==> config.mk <==
export PLATFORM = sky130hd
export DESIGN_NAME = scd_top
export DESIGN_NICKNAME = d
export VERILOG_FILES = /design/src/logic/scd_pkg.sv /design/src/logic/scd_top.sv
export VERILOG_INCLUDE_DIRS = /design/src /design/src/logic
export SDC_FILE = /design/constraint.sdc
export NUM_CORES = 1
export LEC_CHECK = 0
export ABC_CLOCK_PERIOD_IN_PS = 5000
export BUFFER_PORTS_ARGS = -buffer_cell sky130_fd_sc_hd__clkbuf_2
export CELL_PAD_IN_SITES_DETAIL_PLACEMENT = 1
export CELL_PAD_IN_SITES_GLOBAL_PLACEMENT = 1
export CORE_ASPECT_RATIO = 0.6
export CORE_MARGIN = 2
export CORE_UTILIZATION = 40
export CTS_CLUSTER_DIAMETER = 50
export DETAILED_ROUTE_END_ITERATION = 16
export PLACE_DENSITY_LB_ADDON = 0.3
export REMOVE_ABC_BUFFERS = 1
export SKIP_CTS_REPAIR_TIMING = 1
export SYNTH_ARGS = -nofsm -noshare
export SYNTH_HDL_FRONTEND = slang
export SYNTH_SLANG_ARGS = --single-unit
==> constraint.sdc <==
create_clock -name i_clk -period 5 [get_ports i_clk]
set_input_delay 0.5 -clock i_clk [delete_from_list [all_inputs] [get_ports i_clk]]
set_output_delay 0.5 -clock i_clk [all_outputs]
set_load 0.03 [all_outputs]
==> src/logic/scd_regs.svh <==
`ifndef SCD_REGS_SVH
`define SCD_REGS_SVH

// Register byte offsets, one aligned word each
`define SCD_OFS_MODE 5'h00
`define SCD_OFS_DIVISOR 5'h04
`define SCD_OFS_CTRL 5'h08
`define SCD_OFS_TXDATA 5'h0c
`define SCD_OFS_STATUS 5'h10
`define SCD_OFS_RXDATA 5'h14
`define SCD_OFS_CARDMODE 5'h18

// Mode register fields
`define SCD_MODE_ALT 7
`define SCD_MODE_ODD 4
`define SCD_MODE_PS_HI 1
`define SCD_MODE_PS_LO 0

// Control register fields
`define SCD_CTRL_TXIE 7
`define SCD_CTRL_RXIE 6
`define SCD_CTRL_TXEN 5
`define SCD_CTRL_RXEN 4
`define SCD_CTRL_CKFIX 1
`define SCD_CTRL_CKOUT 0

// Status register fields
`define SCD_ST_TXEMPTY 7
`define SCD_ST_RXFULL 6
`define SCD_ST_OVERRUN 5
`define SCD_ST_ERRSIG 4
`define SCD_ST_PARFAIL 3
`define SCD_ST_TXDONE 2

// Card mode register fields and writable mask
`define SCD_CM_ORDER 3
`define SCD_CM_INVERT 2
`define SCD_CM_CARD 0
`define SCD_CM_MASK 8'h0d

// Reset values
`define SCD_RST_REG8 8'h00
`define SCD_RST_TXEMPTY 1'b1
`define SCD_RST_TXDONE 1'b1

// Timing in base ticks (372 per etu) and etu positions in a frame
`define SCD_ETU_BASE 9'd372
`define SCD_HALF_BASE 9'd185
`define SCD_PAR_ETU 4'd9
`define SCD_REL_ETU 4'd10
`define SCD_TXERR_ETU 4'd11
`define SCD_GUARD_ETU 4'd12
`define SCD_RETRY_ETU 4'd14
`define SCD_RXERR_ETU 4'd10
`define SCD_RXEND_ETU 4'd11

`endif

==> src/logic/scd_pkg.sv <==
package scd_pkg;
	typedef enum logic [1:0] {TX_IDLE, TX_BITS, TX_WAIT, TX_RETRY}
		scd_tx_state_t;
	typedef enum logic [1:0] {RX_IDLE, RX_BITS, RX_GAP, RX_ERR}
		scd_rx_state_t;
endpackage

==> src/logic/scd_top.sv <==
// What this block does
// - Direct convention: LSB first, plain levels.
// - Inverse convention: MSB first, inverted data.
// - Even parity over eight data bits.
// - Inversion spares parity; odd select flips it.
// - Bit clock only from internal generator.
// - Clock pin runs at base rate when enabled.
// - Base period from divisor and prescaler exponent.
// - Prescaler code selects exponent zero to three.
// - Gear division stretches the operating clock.
// - Card mode hands pins to serial function.
// - Data write clears done flag, sends character.
// - Done flag with enable requests tx interrupt.
// - Error signal flag requests error interrupt.
// - Done point depends on alternate card mode.
// - Done flag on done only; retries hold flag.
// - Good character sets full flag, interrupt.
// - Overrun or parity fail requests error interrupt.
// - Errored characters raise no full flag.
// - Parity-failed character still stored.
// - Frame: start, eight data, parity.
// - At least two etu guard after parity.
// - Parity fail drives low one etu at 10.5.
// - Card error signal causes delayed resend.
`timescale 1ns/1ps
`include "scd_regs.svh"
module scd_top #(
	parameter int GEAR_W = 2
) (
	input wire logic i_clk,
	input wire logic i_reset,
	input wire logic [GEAR_W-1:0] i_gear_sel,
	input wire logic i_data,
	output logic o_data,
	output logic o_data_oe,
	output logic o_card_clk,
	output logic o_card_clk_oe,
	output logic o_pin_serial,
	output logic o_tx_irq,
	output logic o_rx_irq,
	output logic o_error_irq,
	input wire logic [4:0] i_avs_address,
	input wire logic i_avs_read,
	input wire logic i_avs_write,
	input wire logic [31:0] i_avs_writedata,
	output logic [31:0] o_avs_readdata,
	output logic o_avs_waitrequest
);
	localparam int CW = 14 + (1 << GEAR_W);

	// Gear exponents above seven are refused here; the counter width grows with GEAR_W
	if (GEAR_W < 1 || GEAR_W > 3) begin : g_gear_check
		$error("GEAR_W must be 1 to 3");
	end

	// Maps a byte to line order and polarity; it is its own inverse
	function automatic logic [7:0] map_byte(input logic [7:0] d,
		input logic msb_first, input logic inv);
		logic [7:0] x;
		logic [7:0] r;
		x = inv ? ~d : d;
		for (int i = 0; i < 8; i++) begin
			r[i] = x[7-i];
		end
		return msb_first ? r : x;
	endfunction

	logic [7:0] mode_q;
	logic [7:0] divisor_q;
	logic [7:0] ctrl_q;
	logic [7:0] txd_q;
	logic [7:0] rxd_q;
	logic [7:0] cmode_q;
	logic tx_empty_q, rx_full_q, overrun_q, err_sig_q, par_fail_q;
	logic tx_done_q;
	logic ack_q;
	logic [31:0] rdata_q;
	logic [CW-1:0] half_cnt_q;
	logic [CW-1:0] half_lim;
	logic [4:0] shamt;
	logic half_tick, base_tick, clk_q;
	scd_pkg::scd_tx_state_t tx_state_q;
	scd_pkg::scd_rx_state_t rx_state_q;
	logic [8:0] tx_base_q, rx_base_q;
	logic [3:0] tx_etu_q, rx_etu_q;
	logic [7:0] tx_byte_q, rx_raw_q;
	logic data_prev_q, data_q, oe_q;
	logic alt_mode, odd_par, card_mode, tx_en, rx_en;
	logic wr_go, rd_go, req;
	logic tx_start, tx_done_set, tx_err_set;
	logic rx_samp, rx_par_bad, rx_good, rx_bad, rx_edge;
	logic [7:0] tx_line;
	logic tx_par;

	assign alt_mode = mode_q[`SCD_MODE_ALT];
	assign odd_par = mode_q[`SCD_MODE_ODD];
	assign card_mode = cmode_q[`SCD_CM_CARD];
	assign tx_en = ctrl_q[`SCD_CTRL_TXEN];
	assign rx_en = ctrl_q[`SCD_CTRL_RXEN];

	// Bus handshake: one wait state, write acts when waitrequest is low
	assign req = i_avs_read | i_avs_write;
	assign o_avs_waitrequest = req & ~ack_q;
	assign wr_go = i_avs_write & ack_q;
	assign rd_go = i_avs_read & ack_q;
	assign o_avs_readdata = rdata_q;

	always_ff @(posedge i_clk) begin
		if (i_reset) begin
			ack_q <= 1'b0;
			rdata_q <= 32'h0;
		end else begin
			ack_q <= req & ~ack_q;
			if (i_avs_read & ~ack_q) begin
				case (i_avs_address)
				`SCD_OFS_MODE: rdata_q <= {24'h0, mode_q};
				`SCD_OFS_DIVISOR: rdata_q <= {24'h0, divisor_q};
				`SCD_OFS_CTRL: rdata_q <= {24'h0, ctrl_q};
				`SCD_OFS_TXDATA: rdata_q <= {24'h0, txd_q};
				`SCD_OFS_STATUS: rdata_q <= {24'h0, tx_empty_q,
					rx_full_q, overrun_q, err_sig_q, par_fail_q,
					tx_done_q, 2'b00};
				`SCD_OFS_RXDATA: rdata_q <= {24'h0, rxd_q};
				`SCD_OFS_CARDMODE: rdata_q <= {24'h0, cmode_q};
				default: rdata_q <= 32'h0;
				endcase
			end
		end
	end

	// Software-written configuration registers
	always_ff @(posedge i_clk) begin
		if (i_reset) begin
			mode_q <= `SCD_RST_REG8;
			divisor_q <= `SCD_RST_REG8;
			ctrl_q <= `SCD_RST_REG8;
			txd_q <= `SCD_RST_REG8;
			cmode_q <= `SCD_RST_REG8;
		end else if (wr_go) begin
			case (i_avs_address)
			`SCD_OFS_MODE: mode_q <= i_avs_writedata[7:0];
			`SCD_OFS_DIVISOR: divisor_q <= i_avs_writedata[7:0];
			`SCD_OFS_CTRL: ctrl_q <= i_avs_writedata[7:0];
			`SCD_OFS_TXDATA: txd_q <= i_avs_writedata[7:0];
			`SCD_OFS_CARDMODE:
				cmode_q <= i_avs_writedata[7:0] & `SCD_CM_MASK;
			default: ;
			endcase
		end
	end

	// Bit rate generator on the internal clock only, half base period
	// is (divisor+1) * 2^(2n) * gear ratio cycles
	assign shamt = 5'({mode_q[`SCD_MODE_PS_HI:`SCD_MODE_PS_LO], 1'b0})
		+ 5'(i_gear_sel);
	assign half_lim = (CW'(divisor_q) + CW'(1)) << shamt;
	assign half_tick = (half_cnt_q >= half_lim - CW'(1));
	assign base_tick = half_tick & clk_q;

	always_ff @(posedge i_clk) begin
		if (i_reset) begin
			half_cnt_q <= '0;
			clk_q <= 1'b0;
		end else if (half_tick) begin
			half_cnt_q <= '0;
			clk_q <= ~clk_q;
		end else begin
			half_cnt_q <= half_cnt_q + CW'(1);
		end
	end

	// Card clock pin: running, or held at a fixed level in alt mode
	always_comb begin
		if (ctrl_q[`SCD_CTRL_CKOUT])
			o_card_clk = clk_q;
		else
			o_card_clk = alt_mode & ctrl_q[`SCD_CTRL_CKFIX];
	end
	assign o_card_clk_oe = card_mode & (ctrl_q[`SCD_CTRL_CKOUT] | alt_mode);
	assign o_pin_serial = card_mode;

	// Transmit timing events
	assign tx_start = base_tick & tx_en & card_mode & ~tx_empty_q &
		(tx_state_q == scd_pkg::TX_IDLE);
	assign tx_err_set = base_tick & (tx_state_q == scd_pkg::TX_WAIT) &
		(tx_etu_q == `SCD_TXERR_ETU) & (tx_base_q == 9'd0) & ~i_data;
	assign tx_done_set = base_tick & (tx_state_q == scd_pkg::TX_WAIT) &
		((alt_mode & (tx_etu_q == `SCD_TXERR_ETU) &
		(tx_base_q == 9'd0) & i_data) |
		(~alt_mode & (tx_etu_q == `SCD_GUARD_ETU) &
		(tx_base_q == `SCD_HALF_BASE)));

	// Transmitter: frame, release, error sampling, guard and resend
	always_ff @(posedge i_clk) begin
		if (i_reset) begin
			tx_state_q <= scd_pkg::TX_IDLE;
			tx_base_q <= 9'd0;
			tx_etu_q <= 4'd0;
			tx_byte_q <= 8'h00;
		end else if (~tx_en) begin
			tx_state_q <= scd_pkg::TX_IDLE;
		end else if (base_tick) begin
			if (tx_base_q == `SCD_ETU_BASE - 9'd1) begin
				tx_base_q <= 9'd0;
				tx_etu_q <= tx_etu_q + 4'd1;
			end else begin
				tx_base_q <= tx_base_q + 9'd1;
			end
			case (tx_state_q)
			scd_pkg::TX_IDLE: begin
				if (tx_start) begin
					tx_state_q <= scd_pkg::TX_BITS;
					tx_byte_q <= txd_q;
					tx_base_q <= 9'd0;
					tx_etu_q <= 4'd0;
				end
			end
			scd_pkg::TX_BITS: begin
				if (tx_etu_q == `SCD_REL_ETU)
					tx_state_q <= scd_pkg::TX_WAIT;
			end
			scd_pkg::TX_WAIT: begin
				if (tx_err_set)
					tx_state_q <= scd_pkg::TX_RETRY;
				else if (tx_etu_q == `SCD_GUARD_ETU &&
					tx_base_q == `SCD_HALF_BASE)
					tx_state_q <= scd_pkg::TX_IDLE;
			end
			scd_pkg::TX_RETRY: begin
				if (tx_etu_q == `SCD_RETRY_ETU) begin
					tx_state_q <= scd_pkg::TX_BITS;
					tx_base_q <= 9'd0;
					tx_etu_q <= 4'd0;
				end
			end
			default: tx_state_q <= scd_pkg::TX_IDLE;
			endcase
		end
	end

	// Line order, polarity and parity of the character in flight
	assign tx_line = map_byte(tx_byte_q, cmode_q[`SCD_CM_ORDER],
		cmode_q[`SCD_CM_INVERT]);
	assign tx_par = ^tx_byte_q ^ odd_par;

	// Receive timing events, sampled mid-bit
	assign rx_edge = rx_en & card_mode & data_prev_q & ~i_data &
		(rx_state_q == scd_pkg::RX_IDLE);
	assign rx_samp = base_tick & (rx_base_q == `SCD_HALF_BASE);
	assign rx_par_bad = ^rx_raw_q ^ i_data ^ odd_par;
	assign rx_good = rx_samp & (rx_state_q == scd_pkg::RX_BITS) &
		(rx_etu_q == `SCD_PAR_ETU) & ~rx_par_bad;
	assign rx_bad = rx_samp & (rx_state_q == scd_pkg::RX_BITS) &
		(rx_etu_q == `SCD_PAR_ETU) & rx_par_bad;

	// Receiver: align to the start edge, gather bits, signal errors
	always_ff @(posedge i_clk) begin
		if (i_reset) begin
			rx_state_q <= scd_pkg::RX_IDLE;
			rx_base_q <= 9'd0;
			rx_etu_q <= 4'd0;
			rx_raw_q <= 8'h00;
			data_prev_q <= 1'b1;
		end else begin
			data_prev_q <= i_data;
			if (rx_edge) begin
				rx_state_q <= scd_pkg::RX_BITS;
				rx_base_q <= 9'd0;
				rx_etu_q <= 4'd0;
			end else if (~rx_en) begin
				rx_state_q <= scd_pkg::RX_IDLE;
			end else if (base_tick &&
				rx_state_q != scd_pkg::RX_IDLE) begin
				if (rx_base_q == `SCD_ETU_BASE - 9'd1) begin
					rx_base_q <= 9'd0;
					rx_etu_q <= rx_etu_q + 4'd1;
				end else begin
					rx_base_q <= rx_base_q + 9'd1;
				end
				case (rx_state_q)
				scd_pkg::RX_BITS: begin
					if (rx_samp && rx_etu_q >= 4'd1 &&
						rx_etu_q <= 4'd8)
						rx_raw_q[3'(rx_etu_q - 4'd1)] <= i_data;
					if (rx_good)
						rx_state_q <= scd_pkg::RX_IDLE;
					else if (rx_bad)
						rx_state_q <= scd_pkg::RX_GAP;
				end
				scd_pkg::RX_GAP: begin
					if (rx_samp && rx_etu_q == `SCD_RXERR_ETU)
						rx_state_q <= scd_pkg::RX_ERR;
				end
				scd_pkg::RX_ERR: begin
					if (rx_samp && rx_etu_q == `SCD_RXEND_ETU)
						rx_state_q <= scd_pkg::RX_IDLE;
				end
				default: rx_state_q <= scd_pkg::RX_IDLE;
				endcase
			end
		end
	end

	// Receive data register: good characters unless full, failed ones too
	always_ff @(posedge i_clk) begin
		if (i_reset) begin
			rxd_q <= 8'h00;
		end else if ((rx_good & ~rx_full_q) | rx_bad) begin
			rxd_q <= map_byte(rx_raw_q, cmode_q[`SCD_CM_ORDER],
				cmode_q[`SCD_CM_INVERT]);
		end
	end

	// Line driver: own bits and error signal only, released otherwise
	always_ff @(posedge i_clk) begin
		if (i_reset) begin
			oe_q <= 1'b0;
			data_q <= 1'b1;
		end else begin
			oe_q <= card_mode & ((tx_state_q == scd_pkg::TX_BITS) |
				(rx_state_q == scd_pkg::RX_ERR));
			if (rx_state_q == scd_pkg::RX_ERR)
				data_q <= 1'b0;
			else if (tx_etu_q == 4'd0)
				data_q <= 1'b0;
			else if (tx_etu_q <= 4'd8)
				data_q <= tx_line[3'(tx_etu_q - 4'd1)];
			else
				data_q <= tx_par;
		end
	end
	assign o_data = data_q;
	assign o_data_oe = oe_q;

	// Status flags; hardware set wins over a clear by software
	always_ff @(posedge i_clk) begin
		if (i_reset) begin
			tx_empty_q <= `SCD_RST_TXEMPTY;
			tx_done_q <= `SCD_RST_TXDONE;
			rx_full_q <= 1'b0;
			overrun_q <= 1'b0;
			err_sig_q <= 1'b0;
			par_fail_q <= 1'b0;
		end else begin
			if (wr_go && i_avs_address == `SCD_OFS_STATUS) begin
				if (!i_avs_writedata[`SCD_ST_TXEMPTY])
					tx_empty_q <= 1'b0;
				if (!i_avs_writedata[`SCD_ST_TXDONE])
					tx_done_q <= 1'b0;
				if (!i_avs_writedata[`SCD_ST_RXFULL])
					rx_full_q <= 1'b0;
				if (!i_avs_writedata[`SCD_ST_OVERRUN])
					overrun_q <= 1'b0;
				if (!i_avs_writedata[`SCD_ST_ERRSIG])
					err_sig_q <= 1'b0;
				if (!i_avs_writedata[`SCD_ST_PARFAIL])
					par_fail_q <= 1'b0;
			end
			if (wr_go && i_avs_address == `SCD_OFS_TXDATA) begin
				tx_empty_q <= 1'b0;
				tx_done_q <= 1'b0;
			end
			if (rd_go && i_avs_address == `SCD_OFS_RXDATA)
				rx_full_q <= 1'b0;
			if (tx_done_set) begin
				tx_done_q <= 1'b1;
				tx_empty_q <= 1'b1;
			end
			if (tx_err_set)
				err_sig_q <= 1'b1;
			if (rx_good & ~rx_full_q)
				rx_full_q <= 1'b1;
			if (rx_good & rx_full_q)
				overrun_q <= 1'b1;
			if (rx_bad)
				par_fail_q <= 1'b1;
		end
	end

	// Interrupt request levels
	assign o_tx_irq = tx_done_q & ctrl_q[`SCD_CTRL_TXIE];
	assign o_rx_irq = rx_full_q & ctrl_q[`SCD_CTRL_RXIE];
	assign o_error_irq = (err_sig_q | par_fail_q | overrun_q) &
		ctrl_q[`SCD_CTRL_RXIE];

	// Checks
	a_start_low: assert property (@(posedge i_clk) disable iff (i_reset)
		$rose(tx_state_q == scd_pkg::TX_BITS) |=> o_data_oe && !o_data)
		else $error("start bit not driven low");
	a_line_release: assert property (@(posedge i_clk)
		disable iff (i_reset)
		tx_state_q == scd_pkg::TX_WAIT && rx_state_q == scd_pkg::RX_IDLE
		|=> !o_data_oe)
		else $error("line driven outside own bits");
	a_error_pulse: assert property (@(posedge i_clk)
		disable iff (i_reset)
		$rose(rx_state_q == scd_pkg::RX_ERR) && card_mode
		|=> o_data_oe && !o_data)
		else $error("error signal not driven low");
	a_txdone_irq: assert property (@(posedge i_clk)
		disable iff (i_reset)
		tx_done_set && ctrl_q[`SCD_CTRL_TXIE] |=> o_tx_irq)
		else $error("done flag did not raise tx irq");
	a_errsig_irq: assert property (@(posedge i_clk)
		disable iff (i_reset)
		tx_err_set && ctrl_q[`SCD_CTRL_RXIE] |=> o_error_irq && err_sig_q)
		else $error("error signal did not raise error irq");
	a_bad_no_full: assert property (@(posedge i_clk)
		disable iff (i_reset)
		rx_bad |=> $stable(rx_full_q) && par_fail_q)
		else $error("errored character touched full flag");
	a_bad_stored: assert property (@(posedge i_clk)
		disable iff (i_reset)
		rx_bad |=> rxd_q == map_byte($past(rx_raw_q),
			cmode_q[`SCD_CM_ORDER], cmode_q[`SCD_CM_INVERT]))
		else $error("failed character not stored");
	a_write_clears: assert property (@(posedge i_clk)
		disable iff (i_reset)
		wr_go && i_avs_address == `SCD_OFS_TXDATA && !tx_done_set
		|=> !tx_done_q && !tx_empty_q)
		else $error("data write left done flag set");
	a_clk_toggle: assert property (@(posedge i_clk) disable iff (i_reset)
		half_tick |=> clk_q != $past(clk_q))
		else $error("card clock did not toggle");
	a_retry_wait: assert property (@(posedge i_clk)
		disable iff (i_reset)
		tx_err_set && tx_en |=> tx_state_q == scd_pkg::TX_RETRY)
		else $error("card error did not start resend wait");
endmodule

After elaboration in Yosys (flattened, before gate mapping)
Cells that the tools add are included.
{"block": "word_totals", "latch_bits": 0, "regBits": 150, "rom_bits": 0, "n_memories": 0, "wordCells": 247, "in_bits": 44, "ramBits": 0}
{"block": "classes", "div": 0, "magnitude_cmp": 7, "reduce_logical": 47, "add_sub_neg": 10, "shift": 1, "mul": 0, "mux": 56, "n_bitwise": 58, "eq_ne": 40}
{"operator": "$pmux W8 S7", "n": 1}
{"operator": "$and A1 B1 Y1", "n": 36}
{"operator": "$mux W9", "n": 4}
{"operator": "$mux W8", "n": 4}
{"operator": "$eq A4 B4 Y1 const B", "n": 7}
{"operator": "$mux W1", "n": 28}
{"operator": "$reduce_and A2 Y1", "n": 13}
{"operator": "$add A18 B1 Y18 const B", "n": 1}
{"operator": "$add A9 B1 Y9 const B", "n": 2}
{"operator": "$eq A9 B8 Y1 const B", "n": 2}
{"operator": "$eq A9 B9 Y1 const B", "n": 2}
{"operator": "$ge A18 B18 Y1", "n": 1}
{"operator": "$mux W2", "n": 9}
{"operator": "$pmux W9 S2", "n": 1}
{"operator": "$shl A9 B4 Y18", "n": 1}
{"operator": "$sub A18 B1 Y18 const B", "n": 1}
{"operator": "$not A8 Y8", "n": 2}
{"operator": "$reduce_xor A8 Y1", "n": 2}
{"operator": "$eq A5 B5 Y1 const B", "n": 3}
{"operator": "$mux W4", "n": 3}
{"operator": "$reduce_and A4 Y1", "n": 3}
{"operator": "$eq A5 B4 Y1 const B", "n": 2}
{"operator": "$logic_and A1 B1 Y1", "n": 10}
{"operator": "$ne A2 B1 Y1 const B", "n": 5}
{"operator": "36 further kinds", "n": 76}

Logic depth before layout (Yosys ltp)
{"block": "depth", "ltp_word": 15, "depth_mapped": 23}

Least setup slack after synthesis
OpenSTA, ideal clock, no wires.
{"block": "synth_timing", "path_kind": "input-to-reg", "from": "input port i_gear_sel[1]", "to": "register rxd_q[0]", "slack_ps": 226, "cell_stages": 20, "path_buffers": 2, "arrival_time_ps": 4646, "setup_ps": 128, "t_required_ps": 4872, "path_cell_list": "ha_1 ha_1 clkbuf_1 nor2_1 nand2_1 ha_1 a21bo_2 o21ba_2 nand3b_1 xnor2_1 ha_1 nand4_1 nand2b_1 or4_1 o2111ai_1 a221oi_1 nor4b_1 buf_2 mux2i_1 nor2_1"}
{"block": "synth_via", "elab_chain_len": 11, "elab_cells_between_ends": 12}
{"element": "start, declared", "line": "scd_top.sv:32", "text": "input wire logic [GEAR_W-1:0] i_gear_sel,"}
{"element": "$add A3 B2 Y4 *", "line": "scd_top.sv:154", "text": "assign shamt = 5'({mode_q[`SCD_MODE_PS_HI:`SCD_MODE_PS_LO], 1'b0})"}
{"element": "$shl A9 B4 Y18 *", "line": "scd_top.sv:156", "text": "assign half_lim = (CW'(divisor_q) + CW'(1)) << shamt;"}
{"element": "$sub A18 B1 Y18 *", "line": "scd_top.sv:157", "text": "assign half_tick = (half_cnt_q >= half_lim - CW'(1));"}
{"element": "$ge A18 B18 Y1 *", "line": "scd_top.sv:157"}
{"element": "$and A1 B1 Y1 *", "line": "scd_top.sv:158", "text": "assign base_tick = half_tick & clk_q;"}
{"element": "$and A1 B1 Y1 *", "line": "scd_top.sv:249", "text": "assign rx_samp = base_tick & (rx_base_q == `SCD_HALF_BASE);"}
{"element": "$and A1 B1 Y1 * (2 in series)", "line": "scd_top.sv:251, scd_top.sv:253"}
{"element": "$and A1 B1 Y1", "line": "scd_top.sv:251", "text": "assign rx_good = rx_samp & (rx_state_q == scd_pkg::RX_BITS) &"}
{"element": "$and A1 B1 Y1", "line": "scd_top.sv:308", "text": "end else if ((rx_good & ~rx_full_q) | rx_bad) begin"}
{"element": "$or A1 B1 Y1 *", "line": "scd_top.sv:308"}
{"element": "end signal, assigned", "line": "scd_top.sv:309", "text": "rxd_q <= map_byte(rx_raw_q, cmode_q[`SCD_CM_ORDER],"}
{"element": "end, declared", "line": "scd_top.sv:72", "text": "logic [7:0] rxd_q;"}
Mark *: on every way between the ends. The rest lies on a longest branch, timed or not.
A chain may end at the register's enable or synchronous reset.

Worst setup path in the final report
{"block": "layout_timing", "from": "register divisor_q[2]", "to": "register rx_etu_q[1]"}
{"block": "layout_via", "elab_chain_len": 7}
{"element": "start, declared", "line": "scd_top.sv:69", "text": "logic [7:0] divisor_q;"}
{"element": "start signal, assigned", "line": "scd_top.sv:135", "text": "divisor_q <= `SCD_RST_REG8;"}
{"element": "start signal, assigned", "line": "scd_top.sv:142", "text": "`SCD_OFS_DIVISOR: divisor_q <= i_avs_writedata[7:0];"}
{"element": "$add A8 B1 Y9", "line": "scd_top.sv:156"}
{"element": "$shl A9 B4 Y18", "line": "scd_top.sv:156"}
{"element": "$sub A18 B1 Y18", "line": "scd_top.sv:157"}
{"element": "$ge A18 B18 Y1", "line": "scd_top.sv:157"}
{"element": "$and A1 B1 Y1", "line": "scd_top.sv:158"}
{"element": "$logic_and A1 B1 Y1", "line": "scd_top.sv:272", "text": "end else if (base_tick &&"}
{"element": "$reduce_and A3 Y1 (no line)"}
{"element": "end signal, assigned", "line": "scd_top.sv:276", "text": "rx_etu_q <= rx_etu_q + 4'd1;"}
{"element": "end, declared", "line": "scd_top.sv:85", "text": "logic [3:0] tx_etu_q, rx_etu_q;"}
Every way passes these cells.

==> flow_metrics.py <==
metrics = {
    "critical_path": {
        "crit_arrival_ns": 5.16,
        "endpoint_kind": "flop",
        "crit_type": "flop to flop",
        "cp_max_fo": 6,
        "cp_data_required_time_ns": 5.31,
        "start_kind": "flop",
    },
    "finish": {
        "fin_area_mm2": 0.0103,
        "final_nets": 1229,
        "layout.cells.most_common_list": "dfxtp_1, nor2_1, nand2_1, buf_4, a21oi_1",
        "drive_gt1_share_pct": 21.0,
        "area.growth.synth_to_final_pct": 21.4,
        "instances_no_fill": 1432,
        "layout_commonest_cell": "dfxtp_1",
        "num_antenna_cells": 0,
    },
    "synthesis": {
        "synth_top_family_by_area": "simple AND/OR/NAND/NOR gates",
        "synth-adder-area-share_pct": 6.48,
        "yosys_warnings": 0,
        "synthArstFlopShare_pct": 0,
        "synth.mux.area_fraction_pct": 6.75,
        "synth-xor-area-share_pct": 7.41,
        "avgSynthCellArea_um2": 8.16,
        "synth_cell_types": 84,
        "synth_seq_cells": 126,
        "synth_ff_type": "dfxtp_1",
        "synth-edff-count": 0,
        "netlist_instances": 1041,
        "synth_compound_area_share_pct": 16.8,
        "syn_area_mm2": 0.00849,
        "yosysSeqAreaShare_pct": 29.7,
        "synthSimpleGateAreaFrac_pct": 25.9,
    },
    "pwr": {
        "finalPower_mw": 2.45,
        "clockPowerShare_pct": 48.7,
        "power.leakage_nw": 3.80,
        "irDropWorstVdd_mv": 0.240,
        "p_per_area_mw_per_mm2": 238,
        "combinationalPowerShare_pct": 9.9,
        "power_frac_seq_pct": 41.5,
        "p_int_mw": 1.82,
        "netSwitchingFraction_pct": 25.6,
        "switchingPower_mw": 0.627,
    },
    "global_route": {
        "grt_pass1_vias": 8051,
        "grt_antenna_before_repair": 0,
        "overflow": 0,
        "grt_first_pass_wirelength_um": 44200,
        "grt_use_total_pct": 25.5,
        "grt_max_degree": 68,
    },
    "timing": {
        "layout_min_cycle_time_ns": 4.85,
        "rsz0062_at_grt": "yes",
        "worst_pin_slew_ns": 1.07,
        "worst_slack_ns": 0.153,
        "hold_violations": 0,
        "min_period_over_period_pct": 96.9,
        "skew_ns": 0.00861,
        "setup_viol": 0,
        "max_freq_mhz": 206,
        "drv_slew": 0,
        "tns_ns": 0,
        "slew_headroom_pct": 28.2,
    },
    "clock_tree": {
        "cts_buffers": 17,
        "clkSinkCount": 126,
        "clock_latency_ns": 0.43,
        "cts_buffer_depth": 2,
        "root_buffer": "clkbuf_16",
        "cts_tree": "built",
        "clkTransAtPathRegs_ns": 0.06,
        "ctsHtreeMaxLevel": 4,
    },
    "drt": {
        "first_iter_violations": 581,
        "wl_per_cell_um": 19.7,
        "final_antenna_net_count": 0,
        "vias": 8049,
        "drt-pass1-iter-count": 5,
        "finalWirelength_um": 28200,
        "vias_per_cell": 5.62,
        "drc": 0,
    },
    "die": {
        "dieArea_mm2": 0.0225,
        "die_h_um": 117,
        "pin_count": 85,
        "rows": 41,
        "start_util_pct": 40.6,
        "die_w_um": 192,
        "core_mm2": 0.0209,
    },
    "hold_path": {
        "hold_class": "primary input to flop",
    },
    "place": {
        "placed_area_mm2": 0.00945,
        "dp.cells": 1395,
        "hpwlAfterDp_um": 21200,
        "place_ws_ns": -0.483,
        "port-buffer-count": 36,
        "place.gp.congestion": 0.872,
    },
    "status": {
        "status": "finished clean",
    },
    "flow_run": {
        "drv_cap": 0,
    },
}
==> flip-flops by register name, indices dropped and copies added, names as in the netlist, 2 cells and up <==
| register | flops |
|---|---|
| cmode_q | 3 |
| ctrl_q | 8 |
| divisor_q | 8 |
| half_cnt_q | 18 |
| mode_q | 8 |
| o_avs_readdata | 8 |
| rx_base_q | 9 |
| rx_etu_q | 4 |
| rx_raw_q | 8 |
| rx_state_q | 2 |
| rxd_q | 8 |
| tx_base_q | 9 |
| tx_byte_q | 8 |
| tx_etu_q | 4 |
| tx_state_q | 2 |
| txd_q | 8 |
==> power groups by stage <==
stage	clock network [mW]	logic, mW	registers, mW
floorplan	0	0.115	1.04
global placement	0	0.217	1.04
detailed placement	0	0.222	1.04
CTS	1.21	0.223	1.02
global route	1.25	0.261	1.02
finish	1.19	0.242	1.02
==> cell families (layout without fill, tap and decap cells) <==
kind of cell	Yosys count	count (layout)
buffers and inverters	112	201
AO/OA/AOI/OAI	203	203
flip-flops	126	126
multiplexers	49	49
XOR/XNOR	71	71
other	1	24
AND/OR/NAND/NOR	435	435
adder cells (fa/ha/maj)	44	44
==> layer usage <==
layer  wire length [µm]  vias to the layer above  global-route usage [%]
met5                  0                        -                       0
met3               1480                       26                    4.03
met4                290                        0                    6.67
met2              11500                      203                    37.2
li1                   -                     3880                       -
met1              14800                     3940                    38.9
==> metrics by stage <==
stage / util (%) / hold WS (ns)
5_1_grt: 49.3 / 0.423
3_3_place_gp: 45.1 / 0.443
6_report: 49.3 / 0.390
2_1_floorplan: - / 0.430
3_5_place_dp: 45.1 / 0.452
4_1_cts: 47.7 / 0.391
==> worst max-delay path, cell delays in order (launching register included) <==
cell	delay, ns
dfxtp_2	0.42
buf_4	0.19
nand3_2	0.15
nor3_1	0.25
o2bb2ai_1	0.14
mux2_4	0.31
a221oi_4	0.39
buf_4	0.18
buf_4	0.11
o21ai_1	0.07
xnor2_1	0.15
ha_1	0.32
and4_1	0.29
nand2b_4	0.07
or4_4	0.53
o2111ai_4	0.10
a221o_2	0.32
buf_12	0.16
nand4_1	0.20
buf_4	0.24
nand3_1	0.08
o21ai_1	0.08
==> area by class of cell <==
| type | instances | area, µm² |
|---|---|---|
| Fill cell | 2520 | 10600 |
| Clock buffer | 23 | 448 |
| Tap cell | 279 | 349 |
| Inverter | 27 | 101 |
| Multi-Input combinational cell | 826 | 5730 |
| Sequential cell | 126 | 2530 |
| Timing Repair Buffer | 143 | 1060 |
| Clock inverter | 8 | 92.6 |
==> path summary, 6_finish.rpt <==
kind	slack (ns)	end	cells past startpoint	startpoint
max reg2reg	0.15	rx_etu_q[1]	21	divisor_q[2]
max	0.15	rx_etu_q[1]	21	divisor_q[2]
min reg2reg	0.46	ctrl_q[2]	2	ctrl_q[2]
min	0.39	ack_q	3	i_avs_write
==> synth_stat cells (all sizes together) (4+ instances only) <==
master | n | share of area (%)
nor4b | 8 | 0.97
a21oi | 69 | 4.1
o211ai | 7 | 0.68
and4 | 5 | 0.53
nand3 | 69 | 4.1
buf | 43 | 3.9
or4 | 5 | 0.44
nand4 | 24 | 1.8
dfxtp | 126 | 30
a221oi | 5 | 0.72
a31oi | 5 | 0.44
a21o | 8 | 0.71
nor2b | 16 | 1.2
ha | 44 | 6.5
xnor2 | 47 | 4.9
nor4 | 5 | 0.44
nand2 | 101 | 4.5
mux4 | 6 | 1.6
a22oi | 31 | 2.8
clkbuf | 42 | 1.9
a211oi | 10 | 1.1
and2 | 13 | 0.96
o21ai | 25 | 1.5
and3 | 19 | 1.4
inv | 27 | 1.2
xor2 | 24 | 2.5
mux2i | 40 | 4.7
nor3 | 21 | 1.2
o31ai | 4 | 0.35
nand2b | 17 | 1.3
nor3b | 4 | 0.35
or3 | 4 | 0.29
nand4b | 7 | 0.90
nor2 | 109 | 4.8
Power figures use the tool's default switching activity.
